===== src/i2c_seq_cfg.svh =====
// constants for the two-wire bus sequencer, status and address mask block
// What this block does
// - acknowledge bit driven from ack value select
// - ack request runs sequence, then self-clears
// - receive request takes one byte, self-clears
// - stop request makes Stop, then self-clears
// - restart request makes Repeated Start, self-clears
// - start request makes Start, then self-clears
// - start flag set on Start, cleared on Stop
// - slave direction flag updated after address byte
// - receive full set on byte, cleared by read
// - transmit full set by write, cleared when sent
// - set mask bits exclude address bits from compare
// - mask upper six bits read zero, reset zero
`ifndef I2C_SEQ_CFG_SVH
`define I2C_SEQ_CFG_SVH
`define OFF_CTL 8'h00
`define OFF_STAT 8'h04
`define OFF_MASK 8'h08
`define OFF_RCV 8'h0C
`define OFF_TRN 8'h10
`define OFF_OWN 8'h14
`define OFF_DIV 8'h18
`define OFF_IRQ 8'h1C
`define OFF_IEN 8'h20
`define CTL_EN 15
`define CTL_ACK_VALUE_SELECT 5
`define REQ_ACK 4
`define REQ_RX 3
`define REQ_STOP 2
`define REQ_RSTART 1
`define REQ_START 0
`define ST_ACKSTAT 15
`define ST_TRSTAT 14
`define ST_WCOL 7
`define ST_OV 6
`define ST_STOP 4
`define ST_START 3
`define ST_DIR 2
`define ST_RBF 1
`define ST_TBF 0
`define MSK_W 10
`define OWN_W 10
`define IRQ_DONE 0
`define IRQ_RX 1
`define IRQ_MATCH 2
`define IRQ_STOP 3
`define IRQ_W 4
`define DIV_RST 16'h0018
`define PH_FIRST 2'h0
`define PH_HIGH 2'h1
`define PH_SAMPLE 2'h2
`define PH_LAST 2'h3
`define TX_LAST 4'h8
`define RX_LAST 4'h7
`define SLV_ADDR 4'h8
`define SLV_ACK 4'h9
`endif


===== src/i2c_seq_pkg.sv =====
// types shared by the two-wire bus sequencer
package i2c_seq_pkg;
	typedef enum logic [6:0] {
		M_IDLE = 7'h01,
		M_START = 7'h02,
		M_RSTART = 7'h04,
		M_STOP = 7'h08,
		M_TX = 7'h10,
		M_RX = 7'h20,
		M_ACK = 7'h40
	} mstate_t;
endpackage


===== src/i2c_seq.sv =====
// two-wire bus controller: master sequencer, status flags, slave address mask, wishbone registers
`timescale 1ns/1ps
`include "i2c_seq_cfg.svh"
module i2c_seq
	import i2c_seq_pkg::*;
#(
	parameter int DIV_W = 16
) (
	input wire logic clk_i,
	input wire logic rst_i,
	input wire logic wb_cyc_i,
	input wire logic wb_stb_i,
	input wire logic wb_we_i,
	input wire logic [7:0] wb_adr_i,
	input wire logic [31:0] wb_dat_i,
	input wire logic [3:0] wb_sel_i,
	output logic [31:0] wb_dat_o,
	output logic wb_ack_o,
	input wire logic scl_i,
	output logic scl_o,
	output logic scl_oe_o,
	input wire logic sda_i,
	output logic sda_o,
	output logic sda_oe_o,
	output logic irq_o
);
	if (DIV_W < 2 || DIV_W > 16) begin : g_bad_div
		$error("DIV_W must lie in 2..16");
	end

	logic wb_ack_q;
	logic [15:0] rd_d;
	logic en_q, ack_value_select_q;
	logic [4:0] req_q;
	logic tbf_q, rbf_q, ov_q, wcol_q, ackstat_q, dir_q, start_seen_q, stop_seen_q;
	logic [`MSK_W-1:0] mask_q;
	logic [`OWN_W-1:0] own_q;
	logic [DIV_W-1:0] div_q, cnt_q;
	logic [7:0] rcv_q, trn_q, sh_q, ssh_q;
	logic [`IRQ_W-1:0] irq_q, ien_q, irq_set;
	logic [2:0] scl_s, sda_s;
	logic scl_q, sda_q, scl_p, sda_p;
	logic m_scl_q, m_sda_q, slv_ack_q, slv_act_q;
	logic [3:0] bit_q, scnt_q;
	logic [1:0] ph_q;
	mstate_t st_q;

	wire acc = wb_cyc_i & wb_stb_i & wb_ack_q;
	wire wr = acc & wb_we_i;
	wire rd = acc & ~wb_we_i;
	wire wr_ctl = wr & (wb_adr_i == `OFF_CTL);
	wire wr_trn = wr & (wb_adr_i == `OFF_TRN) & wb_sel_i[0];
	wire rd_rcv = rd & (wb_adr_i == `OFF_RCV);
	wire rd_irq = rd & (wb_adr_i == `OFF_IRQ);
	wire tick = (st_q != M_IDLE) && (cnt_q == div_q);
	wire bit_st = (st_q == M_TX) || (st_q == M_RX) || (st_q == M_ACK);
	// wait in the released-clock phase until the line is seen high, so a stretching slave holds us
	wire stretch = (ph_q == `PH_SAMPLE) && !scl_q && (bit_st || st_q == M_RSTART || st_q == M_STOP);
	wire adv = tick && !stretch;
	wire last = (st_q == M_TX) ? (bit_q == `TX_LAST) : (st_q == M_RX) ? (bit_q == `RX_LAST) : 1'b1;
	wire fin = adv && (ph_q == `PH_LAST) && last;
	wire start_det = scl_q && scl_p && sda_p && !sda_q;
	wire stop_det = scl_q && scl_p && !sda_p && sda_q;
	wire scl_rise = scl_q && !scl_p;
	wire scl_fall = !scl_q && scl_p;
	// masked address bits drop out of the compare
	wire match = (((ssh_q[7:1] ^ own_q[6:0]) & ~mask_q[6:0]) == 7'h00);

	// wishbone classic: ack one cycle after strobe, effects at the ack edge
	always_ff @(posedge clk_i) begin
		if (rst_i) begin
			wb_ack_q <= 1'b0;
			wb_dat_o <= 32'h00000000;
		end else begin
			wb_ack_q <= wb_cyc_i & wb_stb_i & ~wb_ack_q;
			if (wb_cyc_i & wb_stb_i & ~wb_ack_q) begin
				wb_dat_o <= {16'h0000, rd_d};
			end
		end
	end
	assign wb_ack_o = wb_ack_q;

	always_comb begin
		rd_d = 16'h0000;
		unique case (wb_adr_i)
			`OFF_CTL: begin
				rd_d[`CTL_EN] = en_q;
				rd_d[`CTL_ACK_VALUE_SELECT] = ack_value_select_q;
				rd_d[4:0] = req_q;
			end
			`OFF_STAT: begin
				rd_d[`ST_ACKSTAT] = ackstat_q;
				rd_d[`ST_TRSTAT] = (st_q == M_TX);
				rd_d[`ST_WCOL] = wcol_q;
				rd_d[`ST_OV] = ov_q;
				rd_d[`ST_STOP] = stop_seen_q;
				rd_d[`ST_START] = start_seen_q;
				rd_d[`ST_DIR] = dir_q;
				rd_d[`ST_RBF] = rbf_q;
				rd_d[`ST_TBF] = tbf_q;
			end
			`OFF_MASK: rd_d[`MSK_W-1:0] = mask_q;
			`OFF_RCV: rd_d[7:0] = rcv_q;
			`OFF_TRN: rd_d[7:0] = trn_q;
			`OFF_OWN: rd_d[`OWN_W-1:0] = own_q;
			`OFF_DIV: rd_d[DIV_W-1:0] = div_q;
			`OFF_IRQ: rd_d[`IRQ_W-1:0] = irq_q;
			`OFF_IEN: rd_d[`IRQ_W-1:0] = ien_q;
			default: rd_d = 16'h0000;
		endcase
	end

	// control register; request bits clear themselves when their sequence ends
	always_ff @(posedge clk_i) begin
		if (rst_i) begin
			en_q <= 1'b0;
			ack_value_select_q <= 1'b0;
			req_q <= 5'h00;
		end else begin
			if (wr_ctl && wb_sel_i[1]) begin
				en_q <= wb_dat_i[`CTL_EN];
			end
			// a high-byte-only write must not swallow a sequence end
			if (wr_ctl && wb_sel_i[0]) begin
				ack_value_select_q <= wb_dat_i[`CTL_ACK_VALUE_SELECT];
				req_q <= wb_dat_i[4:0];
			end else if (fin) begin
				if (st_q == M_START) req_q[`REQ_START] <= 1'b0;
				if (st_q == M_RSTART) req_q[`REQ_RSTART] <= 1'b0;
				if (st_q == M_STOP) req_q[`REQ_STOP] <= 1'b0;
				if (st_q == M_RX) req_q[`REQ_RX] <= 1'b0;
				if (st_q == M_ACK) req_q[`REQ_ACK] <= 1'b0;
			end
		end
	end

	// plain configuration registers
	always_ff @(posedge clk_i) begin
		if (rst_i) begin
			mask_q <= '0;
			own_q <= '0;
			div_q <= DIV_W'(`DIV_RST);
			ien_q <= '0;
		end else if (wr) begin
			unique case (wb_adr_i)
				`OFF_MASK: begin
					if (wb_sel_i[0]) mask_q[7:0] <= wb_dat_i[7:0];
					if (wb_sel_i[1]) mask_q[`MSK_W-1:8] <= wb_dat_i[`MSK_W-1:8];
				end
				`OFF_OWN: begin
					if (wb_sel_i[0]) own_q[7:0] <= wb_dat_i[7:0];
					if (wb_sel_i[1]) own_q[`OWN_W-1:8] <= wb_dat_i[`OWN_W-1:8];
				end
				`OFF_DIV: if (wb_sel_i[0]) div_q <= wb_dat_i[DIV_W-1:0];
				`OFF_IEN: if (wb_sel_i[0]) ien_q <= wb_dat_i[`IRQ_W-1:0];
				default: ;
			endcase
		end
	end

	// transmit buffer: a write while the bus is busy is a collision
	always_ff @(posedge clk_i) begin
		if (rst_i) begin
			trn_q <= 8'h00;
			tbf_q <= 1'b0;
			wcol_q <= 1'b0;
		end else begin
			if (wr_trn && st_q == M_IDLE && !tbf_q) begin
				trn_q <= wb_dat_i[7:0];
				tbf_q <= 1'b1;
			end else if (fin && st_q == M_TX) begin
				tbf_q <= 1'b0;
			end
			if (wr_trn && (st_q != M_IDLE || tbf_q)) begin
				wcol_q <= 1'b1;
			end else if (wr & (wb_adr_i == `OFF_STAT) & wb_sel_i[0] & ~wb_dat_i[`ST_WCOL]) begin
				wcol_q <= 1'b0;
			end
		end
	end

	// receive buffer; a new byte wins over a read in the same cycle
	always_ff @(posedge clk_i) begin
		if (rst_i) begin
			rcv_q <= 8'h00;
			rbf_q <= 1'b0;
			ov_q <= 1'b0;
		end else if (fin && st_q == M_RX) begin
			rcv_q <= sh_q;
			rbf_q <= 1'b1;
			ov_q <= ov_q | rbf_q;
		end else if (rd_rcv) begin
			rbf_q <= 1'b0;
		end
	end

	// quarter-bit enable from the divider, only while a sequence runs
	always_ff @(posedge clk_i) begin
		if (rst_i || st_q == M_IDLE || tick) begin
			cnt_q <= '0;
		end else begin
			cnt_q <= cnt_q + 1'b1;
		end
	end

	// pin sampling: a level counts once the second and third stage agree
	always_ff @(posedge clk_i) begin
		if (rst_i) begin
			scl_s <= 3'h7;
			sda_s <= 3'h7;
			scl_q <= 1'b1;
			sda_q <= 1'b1;
			scl_p <= 1'b1;
			sda_p <= 1'b1;
		end else begin
			scl_s <= {scl_s[1:0], scl_i};
			sda_s <= {sda_s[1:0], sda_i};
			if (scl_s[1] == scl_s[2]) scl_q <= scl_s[2];
			if (sda_s[1] == sda_s[2]) sda_q <= sda_s[2];
			scl_p <= scl_q;
			sda_p <= sda_q;
		end
	end

	// bus condition flags
	always_ff @(posedge clk_i) begin
		if (rst_i) begin
			start_seen_q <= 1'b0;
			stop_seen_q <= 1'b0;
		end else if (start_det) begin
			start_seen_q <= 1'b1;
			stop_seen_q <= 1'b0;
		end else if (stop_det) begin
			start_seen_q <= 1'b0;
			stop_seen_q <= 1'b1;
		end
	end

	// master sequencer; m_*_q high means the pin is pulled low
	always_ff @(posedge clk_i) begin
		if (rst_i) begin
			st_q <= M_IDLE;
			ph_q <= `PH_FIRST;
			bit_q <= 4'h0;
			sh_q <= 8'h00;
			m_scl_q <= 1'b0;
			m_sda_q <= 1'b0;
			ackstat_q <= 1'b0;
		end else if (st_q == M_IDLE) begin
			ph_q <= `PH_FIRST;
			bit_q <= 4'h0;
			if (en_q) begin
				if (req_q[`REQ_START]) st_q <= M_START;
				else if (req_q[`REQ_RSTART]) st_q <= M_RSTART;
				else if (req_q[`REQ_STOP]) st_q <= M_STOP;
				else if (req_q[`REQ_RX]) st_q <= M_RX;
				else if (req_q[`REQ_ACK]) st_q <= M_ACK;
				else if (tbf_q) begin
					st_q <= M_TX;
					sh_q <= trn_q;
				end
			end
		end else if (adv) begin
			ph_q <= ph_q + 2'h1;
			unique case (st_q)
				M_START: begin
					unique case (ph_q)
						`PH_FIRST: {m_scl_q, m_sda_q} <= 2'b00;
						`PH_HIGH: m_sda_q <= 1'b1;
						`PH_SAMPLE: m_scl_q <= 1'b1;
						`PH_LAST: st_q <= M_IDLE;
					endcase
				end
				M_RSTART: begin
					unique case (ph_q)
						`PH_FIRST: m_sda_q <= 1'b0;
						`PH_HIGH: m_scl_q <= 1'b0;
						`PH_SAMPLE: m_sda_q <= 1'b1;
						`PH_LAST: begin
							m_scl_q <= 1'b1;
							st_q <= M_IDLE;
						end
					endcase
				end
				M_STOP: begin
					unique case (ph_q)
						`PH_FIRST: m_sda_q <= 1'b1;
						`PH_HIGH: m_scl_q <= 1'b0;
						`PH_SAMPLE: m_sda_q <= 1'b0;
						`PH_LAST: st_q <= M_IDLE;
					endcase
				end
				default: begin
					unique case (ph_q)
						`PH_FIRST: begin
							if (st_q == M_ACK) m_sda_q <= ~ack_value_select_q;
							else if (st_q == M_TX && bit_q != `TX_LAST) m_sda_q <= ~sh_q[7];
							else m_sda_q <= 1'b0;
						end
						`PH_HIGH: m_scl_q <= 1'b0;
						`PH_SAMPLE: begin
							if (st_q == M_RX) sh_q <= {sh_q[6:0], sda_q};
							if (st_q == M_TX && bit_q == `TX_LAST) ackstat_q <= sda_q;
						end
						`PH_LAST: begin
							m_scl_q <= 1'b1;
							bit_q <= bit_q + 4'h1;
							if (st_q == M_TX) sh_q <= {sh_q[6:0], 1'b0};
							if (last) st_q <= M_IDLE;
						end
					endcase
				end
			endcase
		end
	end

	// slave address receiver; tracks the address byte only, while the master is idle
	always_ff @(posedge clk_i) begin
		if (rst_i) begin
			slv_act_q <= 1'b0;
			slv_ack_q <= 1'b0;
			scnt_q <= 4'h0;
			ssh_q <= 8'h00;
			dir_q <= 1'b0;
		end else if (start_det) begin
			slv_act_q <= (st_q == M_IDLE) && en_q;
			slv_ack_q <= 1'b0;
			scnt_q <= 4'h0;
		end else if (stop_det) begin
			slv_act_q <= 1'b0;
			slv_ack_q <= 1'b0;
		end else if (slv_act_q) begin
			if (scl_rise && scnt_q < `SLV_ADDR) begin
				ssh_q <= {ssh_q[6:0], sda_q};
				scnt_q <= scnt_q + 4'h1;
			end else if (scl_fall && scnt_q == `SLV_ADDR) begin
				scnt_q <= `SLV_ACK;
				slv_ack_q <= match;
				slv_act_q <= match;
				if (match) dir_q <= ssh_q[0];
			end else if (scl_fall && scnt_q == `SLV_ACK) begin
				slv_ack_q <= 1'b0;
				slv_act_q <= 1'b0;
			end
		end
	end

	// open-drain pins: only ever pull low
	assign scl_o = 1'b0;
	assign sda_o = 1'b0;
	assign scl_oe_o = m_scl_q;
	assign sda_oe_o = m_sda_q | slv_ack_q;

	// interrupt status: read clears only what the read returned, so a later event survives
	assign irq_set = {stop_det, slv_act_q & scl_fall & (scnt_q == `SLV_ADDR) & match,
		fin & (st_q == M_RX), fin};
	always_ff @(posedge clk_i) begin
		if (rst_i) begin
			irq_q <= '0;
		end else begin
			irq_q <= (irq_q & ~(rd_irq ? wb_dat_o[`IRQ_W-1:0] : {`IRQ_W{1'b0}})) | irq_set;
		end
	end
	assign irq_o = |(irq_q & ien_q);

	chk_ack_value: assert property (@(posedge clk_i) disable iff (rst_i)
		(st_q == M_ACK && ph_q == `PH_SAMPLE) |-> (sda_oe_o == ~ack_value_select_q))
		else $error("ack bit does not follow ack value select");
	chk_ack_clear: assert property (@(posedge clk_i) disable iff (rst_i)
		($fell(req_q[`REQ_ACK]) && !$past(wr_ctl)) |-> ($past(st_q) == M_ACK && st_q == M_IDLE))
		else $error("ack request cleared outside its sequence end");
	chk_rx_clear: assert property (@(posedge clk_i) disable iff (rst_i)
		($fell(req_q[`REQ_RX]) && !$past(wr_ctl)) |-> (rbf_q && $past(bit_q) == `RX_LAST))
		else $error("receive request cleared before eighth bit");
	chk_stop_end: assert property (@(posedge clk_i) disable iff (rst_i)
		($fell(req_q[`REQ_STOP]) && !$past(wr_ctl)) |-> (!scl_oe_o && !m_sda_q))
		else $error("stop request cleared with bus not released");
	chk_rstart_end: assert property (@(posedge clk_i) disable iff (rst_i)
		($fell(req_q[`REQ_RSTART]) && !$past(wr_ctl)) |-> (scl_oe_o && m_sda_q))
		else $error("restart request cleared with lines not held low");
	chk_start_end: assert property (@(posedge clk_i) disable iff (rst_i)
		($fell(req_q[`REQ_START]) && !$past(wr_ctl)) |-> (scl_oe_o && m_sda_q && $past(st_q) == M_START))
		else $error("start request cleared with lines not held low");
	chk_start_flag: assert property (@(posedge clk_i) disable iff (rst_i)
		(start_det |=> start_seen_q) and (stop_det && !start_det |=> !start_seen_q))
		else $error("start flag does not track last bus condition");
	chk_dir_flag: assert property (@(posedge clk_i) disable iff (rst_i)
		(slv_act_q && scl_fall && scnt_q == `SLV_ADDR && match && !start_det && !stop_det)
		|=> (dir_q == $past(ssh_q[0])))
		else $error("direction flag not taken from address byte");
	chk_rbf_read: assert property (@(posedge clk_i) disable iff (rst_i)
		(rd_rcv && !(fin && st_q == M_RX)) |=> !rbf_q)
		else $error("receive full not cleared by read");
	chk_tbf_hold: assert property (@(posedge clk_i) disable iff (rst_i)
		(st_q == M_TX && !fin) |=> tbf_q)
		else $error("transmit full dropped during transmission");
	chk_mask_read: assert property (@(posedge clk_i) disable iff (rst_i)
		(wb_ack_q && wb_adr_i == `OFF_MASK && !wb_we_i) |-> (wb_dat_o[15:10] == 6'h00))
		else $error("mask upper bits read nonzero");
endmodule


===== config.mk =====
export PLATFORM = sky130hd
export DESIGN_NAME = i2c_seq
export DESIGN_NICKNAME = d
export VERILOG_FILES = /design/src/i2c_seq_pkg.sv /design/src/i2c_seq.sv
export VERILOG_INCLUDE_DIRS = /design/src
export SDC_FILE = /design/constraint.sdc
export NUM_CORES = 1
export LEC_CHECK = 0
export BUFFER_PORTS_ARGS = -buffer_cell sky130_fd_sc_hd__buf_4
export CAP_MARGIN = 25
export CORE_MARGIN = 2
export CORE_UTILIZATION = 60
export CTS_CLUSTER_SIZE = 16
export DETAILED_ROUTE_END_ITERATION = 7
export GPL_TIMING_DRIVEN = 0
export PLACE_DENSITY = 0.82
export SLEW_MARGIN = 0
export SYNTH_ARGS = -nofsm -noshare
export SYNTH_HDL_FRONTEND = slang
export SYNTH_SLANG_ARGS = --single-unit

===== constraint.sdc =====
create_clock -name clk_i -period 3.83 [get_ports clk_i]
set_clock_uncertainty 0.15 [all_clocks]
set_input_delay 0.383 -clock clk_i [delete_from_list [all_inputs] [get_ports clk_i]]
set_output_delay 0.383 -clock clk_i [all_outputs]
set_load 0.05 [all_outputs]

Word-level counts from Yosys, hierarchy flattened
Cells that the tools add are included.
{"block": "word_totals", "ff_bits": 155, "out_inout_bits": 38, "inputBits": 51, "memories": 0, "ram_bits": 0, "rom_bits": 0, "latch_bits": 0}
{"block": "op_classes", "addsub": 4, "eq_ne": 43, "shift": 0, "n_reduce_logical": 86, "n_div": 0, "n_bitwise": 36, "magnitude_cmp": 1, "mul": 0, "muxes": 72}
{"op": "$mux W8", "n": 12}
{"op": "$mux W7", "n": 13}
{"op": "$pmux W4 S9", "n": 1}
{"op": "$eq A8 B5 Y1 const B", "n": 4}
{"op": "$reduce_bool A2 Y1", "n": 14}
{"op": "$mux W1", "n": 27}
{"op": "$reduce_and A3 Y1", "n": 9}
{"op": "$logic_and A1 B1 Y1", "n": 26}
{"op": "$and A1 B1 Y1", "n": 17}
{"op": "$add A16 B1 Y16 const B", "n": 1}
{"op": "$eq A16 B16 Y1", "n": 1}
{"op": "$eq A8 B4 Y1 const B", "n": 2}
{"op": "$mux W4", "n": 4}
{"op": "$pmux W8 S2", "n": 1}
{"op": "$reduce_and A5 Y1", "n": 3}
{"op": "$ne A2 B2 Y1 const B", "n": 7}
{"op": "$eq A4 B4 Y1 const B", "n": 3}
{"op": "$pmux W1 S2", "n": 6}
{"op": "$pmux W2 S6", "n": 1}
{"op": "$reduce_and A12 Y1", "n": 1}
{"op": "$reduce_and A6 Y1", "n": 2}
{"op": "$mux W5", "n": 2}
{"op": "$not A1 Y1", "n": 10}
{"op": "$reduce_and A2 Y1", "n": 5}
{"op": "44 further kinds", "n": 70}

Longest topological paths before layout
{"block": "logic_depth", "word_depth": 13, "depth_mapped": 8}

Least setup slack after synthesis
OpenSTA, ideal clock, no wires.
{"block": "synth_path", "path_kind": "input to register", "start": "input port wb_adr_i[7]", "end": "register mask_q[0]", "arrival_ps": 1873, "n_path_buf": 2, "path_slack_ps": 1675, "required_time_ps": 3548, "path_stages": 7, "cell_sequence": "or4_4 buf_6 nor4_4 buf_6 nand2_1 nand2_1 a21oi_1"}
{"block": "synth_via", "elab_chain_cells": 2}
{"item": "from (decl)", "line": "i2c_seq.sv:14", "text": "input wire logic [7:0] wb_adr_i,"}
{"item": "$eq A8 B4 Y1", "line": "i2c_seq.sv:145", "text": "unique case (wb_adr_i)"}
{"item": "$reduce_and A3 Y1 (no line)"}
{"item": "to (signal assigned)", "line": "i2c_seq.sv:147", "text": "if (wb_sel_i[0]) mask_q[7:0] <= wb_dat_i[7:0];"}
{"item": "to (signal, indexed assignment)", "line": "i2c_seq.sv:148", "text": "if (wb_sel_i[1]) mask_q[`MSK_W-1:8] <= wb_dat_i[`MSK_W-1:8];"}
{"item": "to (decl)", "line": "i2c_seq.sv:36", "text": "logic [`MSK_W-1:0] mask_q;"}
No other way between the ends.
A chain may end at the register's enable or synchronous reset.

Worst setup path after layout
{"block": "layout_path", "start": "register cnt_q[10]", "end": "register req_q[1]"}
{"block": "layout_via", "elab_chain_cells": 7}
{"item": "from (decl)", "line": "i2c_seq.sv:38", "text": "logic [DIV_W-1:0] div_q, cnt_q;"}
{"item": "from (signal assigned)", "line": "i2c_seq.sv:202", "text": "cnt_q <= cnt_q + 1'b1;"}
{"item": "$eq A16 B16 Y1", "line": "i2c_seq.sv:55", "text": "wire tick = (st_q != M_IDLE) && (cnt_q == div_q);"}
{"item": "$logic_and A1 B1 Y1", "line": "i2c_seq.sv:55"}
{"item": "$logic_and A1 B1 Y1", "line": "i2c_seq.sv:59", "text": "wire adv = tick && !stretch;"}
{"item": "$logic_and A1 B1 Y1 (2 in a row)", "line": "i2c_seq.sv:61", "text": "wire fin = adv && (ph_q == `PH_LAST) && last;"}
{"item": "$reduce_bool A2 Y1 (no line)"}
{"item": "$reduce_and A2 Y1 (no line)"}
{"item": "to (signal assigned)", "line": "i2c_seq.sv:126", "text": "req_q <= wb_dat_i[4:0];"}
{"item": "to (decl)", "line": "i2c_seq.sv:34", "text": "logic [4:0] req_q;"}
No other way between the ends.

==> metrics.md <==
| Metric | Value |
|---|---|
| Outcome | `completed` |
| EDFF count, synth | `0` |
| Worst path buffer plus inverter count | `1` |
| Syn Std Cell Area | `7497 um2` |
| CTS tree | `done` |
| Net Sw Frac | `23.38%` |
| Maximum VDD drop | `481.1 uV` |
| GRT Max-Usage Layer | `met2` |
| Final nets | `1030` |
| Largest net degree at the start of global routing | `17` |
| Detailed Route Iter0 Violations | `871` |
| Distinct cells, synth | `74` |
| Count of state elements after synthesis | `155` |
| Grt total ovfl | `0` |
| Max Root-Sink Buffers | `2` |
| NetSw | `867.2 uW` |
| CTS Root Buffer Type | `clkbuf_16` |
| Worst-path fanout max | `10` |
| Final max-slew violation count | `0` |
| Worst EP required | `3.97 ns` |
| Async SR Flop Fraction | `0%` |
| Most frequent cells after synthesis | `155 x dfxtp_1, 107 x nand2_1, 98 x nor2_1` |
| Max Clock Freq | `0.3757 GHz` |
| DRT Wirelength | `21560 um` |
| Clock latency at the later pin of the worst-skew pair | `0.44 ns` |
| DIE WIDTH | `115.8 um` |
| Fraction of layout cells with a size suffix above 1 | `15.17%` |
| Footprint of the multi-input gates | `3994 um2` |
| Pre-antenna DRT Iters | `6` |
| M2 GR Usage | `50.68%` |
| Antenna-violating nets left | `0` |
| Wirelength per Cell | `18.75 um` |
| Routed vias | `6893` |
| CTS Buf Count | `17` |
| Input/output buffers | `50` |
| Cells after synthesis | `881` |
| Startpoint types | `flop` |
| Row count | `40` |
| Reg power frac | `43.8%` |
| Die Ht | `115.8 um` |
| Vias in the first global route | `6293` |
| Clock slew at reported path FFs | `0.07 ns` |
| Slowest cell on crit path | `o311ai_0` |
| Antenna violations before repair | `0` |
| # fillers | `972` |
| Clock Sinks | `155` |
| Pwr/cell area | `420.8 nW/um2` |
| Worst R2R Setup Slack | `1.17 ns` |
| Mean Syn Cell Area | `8.510 um2` |
| R2R cell count | `7` |
| Top cell type by total area after synthesis | `dfxtp_1` |
| Full die area | `13410 um2` |
| Cell family contributing the most delay on the critical path | `simple AND/OR/NAND/NOR gates` |
| Setup TNS | `0 ns` |
| Worst Setup End Kind | `flop` |
| Vias per cell | `5.994` |
| Final min period | `2.662 ns` |
| Seq/Total Area, Yosys | `41.39%` |
| Hold Fails Final Rpt | `0` |
| IO Count | `89` |
| Register area | `3103 um2` |
| Diode count | `0` |
| Crit path cell chain | `xnor2_1 -> nand4_1 -> nor4_4 -> buf_4 -> nand3_1 -> o311ai_0 -> a21oi_1` |
| H-tree Lvls | `4` |
| M3 GR Usage | `6.904%` |
| GRT Total Usage | `32.65%` |
| Internal power | `2842 uW` |
| Levels on crit path | `7` |
| # setup viols final | `0` |
| Normalized max-slew margin | `31.94%` |
| Remaining DRCs | `0` |
| Final period util | `69.50%` |
| Maxcap violations | `0` |
| Met1 Track Usage GR | `43.43%` |
| Core Util, Final | `72.78%` |
| Leakage | `0.003236 uW` |
| Core Footprint | `12110 um2` |
| Gpl congestion | `1.012` |
| Clock power frac | `50.5%` |
| Combinational power share | `5.7%` |
| Yosys warnings | `0` |
| Final HPWL DP | `15230 um` |
| CP arrival | `2.81 ns` |
| CP max stage delay | `0.55 ns` |
| Top_reg_cell synth | `dfxtp_1` |
| Hold path depth | `3` |
| Area growth syn-to-layout | `17.57%` |
| Yosys top cell area share | `41.39%` |
| Worst hold path class | `input pin to flop` |
| CP Class | `flop to flop` |
| Most frequent cell after synthesis | `dfxtp_1` |
| RSZ-0062 raised after global routing | `no` |
| Tightest Pin Transition | `1.013 ns` |
| Setup Buffers After CTS | `0` |
| Synth area leaders | `dfxtp_1 41%, nand2_1 5.4%, mux2i_1 5.1%` |
| Initial core utilization | `61.90%` |
| First-pass GRT wire length | `33200 um` |
==> tightest hold or removal path, delay by kind of cell <==
family | cells | cell delay [ns]
compound gates | 1 | 0.05
buf+inv | 1 | 0.11
simple gates | 1 | 0.04
==> power groups by stage <==
stage / logic [uW] / registers [uW] / clock network (uW)
after floorplan: 112 / 1680 / 0
after global placement: 204 / 1660 / 0
after detailed placement: 204 / 1660 / 0
after CTS: 206 / 1630 / 1870
after global routing: 221 / 1630 / 1950
final: 212 / 1630 / 1870
==> per-stage QoR <==
step	setup slack [ns]	hold slack [ns]	power, uW	std cells	cell area [um2]
floorplan	1.675	0.2395	1790	898	7561
global placement	1.048	0.2424	1865	1116	8147
detailed placement	1.078	0.2446	1865	1116	8147
CTS	1.214	0.04949	3706	1150	8815
global route	1.041	0.03732	3795	1150	8815
finish	1.168	0.04591	3709	1150	8815
==> kinds of logic after synthesis <==
group,count (synthesis),share of synthesized area (%)
XOR/XNOR,45,5.257
AO/OA/AOI/OAI,180,15.44
flip-flops,155,41.39
adder cells (fa/ha/maj),10,1.669
multiplexers,42,5.824
AND/OR/NAND/NOR,354,24.18
buffers and inverters,94,6.191
other,1,0.05002
==> cells in the final DEF, fill, tap and decap left out, drive strengths merged, types with 6 or more instances in the layout <==
master / Yosys / routed
a21oi: 73 / 73
nor3: 15 / 15
buf: 34 / 84
inv: 28 / 30
or3: 6 / 6
nor3b: 6 / 6
clkbuf: 31 / 49
dfxtp: 155 / 155
ha: 10 / 10
conb: 1 / 18
or2: 13 / 13
nand2b: 6 / 6
a22oi: 8 / 8
clkinv: 1 / 6
nand4: 16 / 16
a211oi: 22 / 22
xnor2: 35 / 35
xor2: 10 / 10
mux2i: 38 / 38
o21ai: 29 / 29
nor2: 99 / 99
nand3: 43 / 43
nor4: 8 / 8
a221oi: 6 / 6
nand2: 107 / 107
and3: 12 / 12
==> metal layers <==
layer	vias to the layer above	part of all wire, %
met4	0	4.4
li1	3249	-
met5	-	0
met1	3212	40
met2	357	45
met3	75	9.9
==> flip-flops by register name, indices dropped and copies added (netlist names), 5 cells and up <==
name / count
cnt_q: 16
div_q: 16
mask_q: 10
own_q: 10
rcv_q: 8
req_q: 5
sh_q: 8
ssh_q: 8
st_q: 7
trn_q: 8
wb_dat_o: 16
==> area by class of cell <==
class	count	share of cell area [%]
clock inverters	14	2.484
repair buffers	52	4.485
well taps	168	2.385
multi-input cells	649	45.31
plain buffers	65	4.031
inverters	29	1.235
clock buffers	18	4.869
flip-flops and latches	155	35.20
==> worst paths after layout <==
check,from,endpoint
setup / recovery,cnt_q[10],req_q[1]
hold / removal,wb_dat_i[11],div_q[11]
setup reg to reg,cnt_q[10],req_q[1]
hold reg to reg,scl_s[0],scl_s[1]
==> what timing repair did <==
item,in CTS,in global routing
gates resized for setup,0,0
hold endpoints to repair,2,0
hold buffers,2,0
No activity file was read; power rests on OpenSTA's default activity.
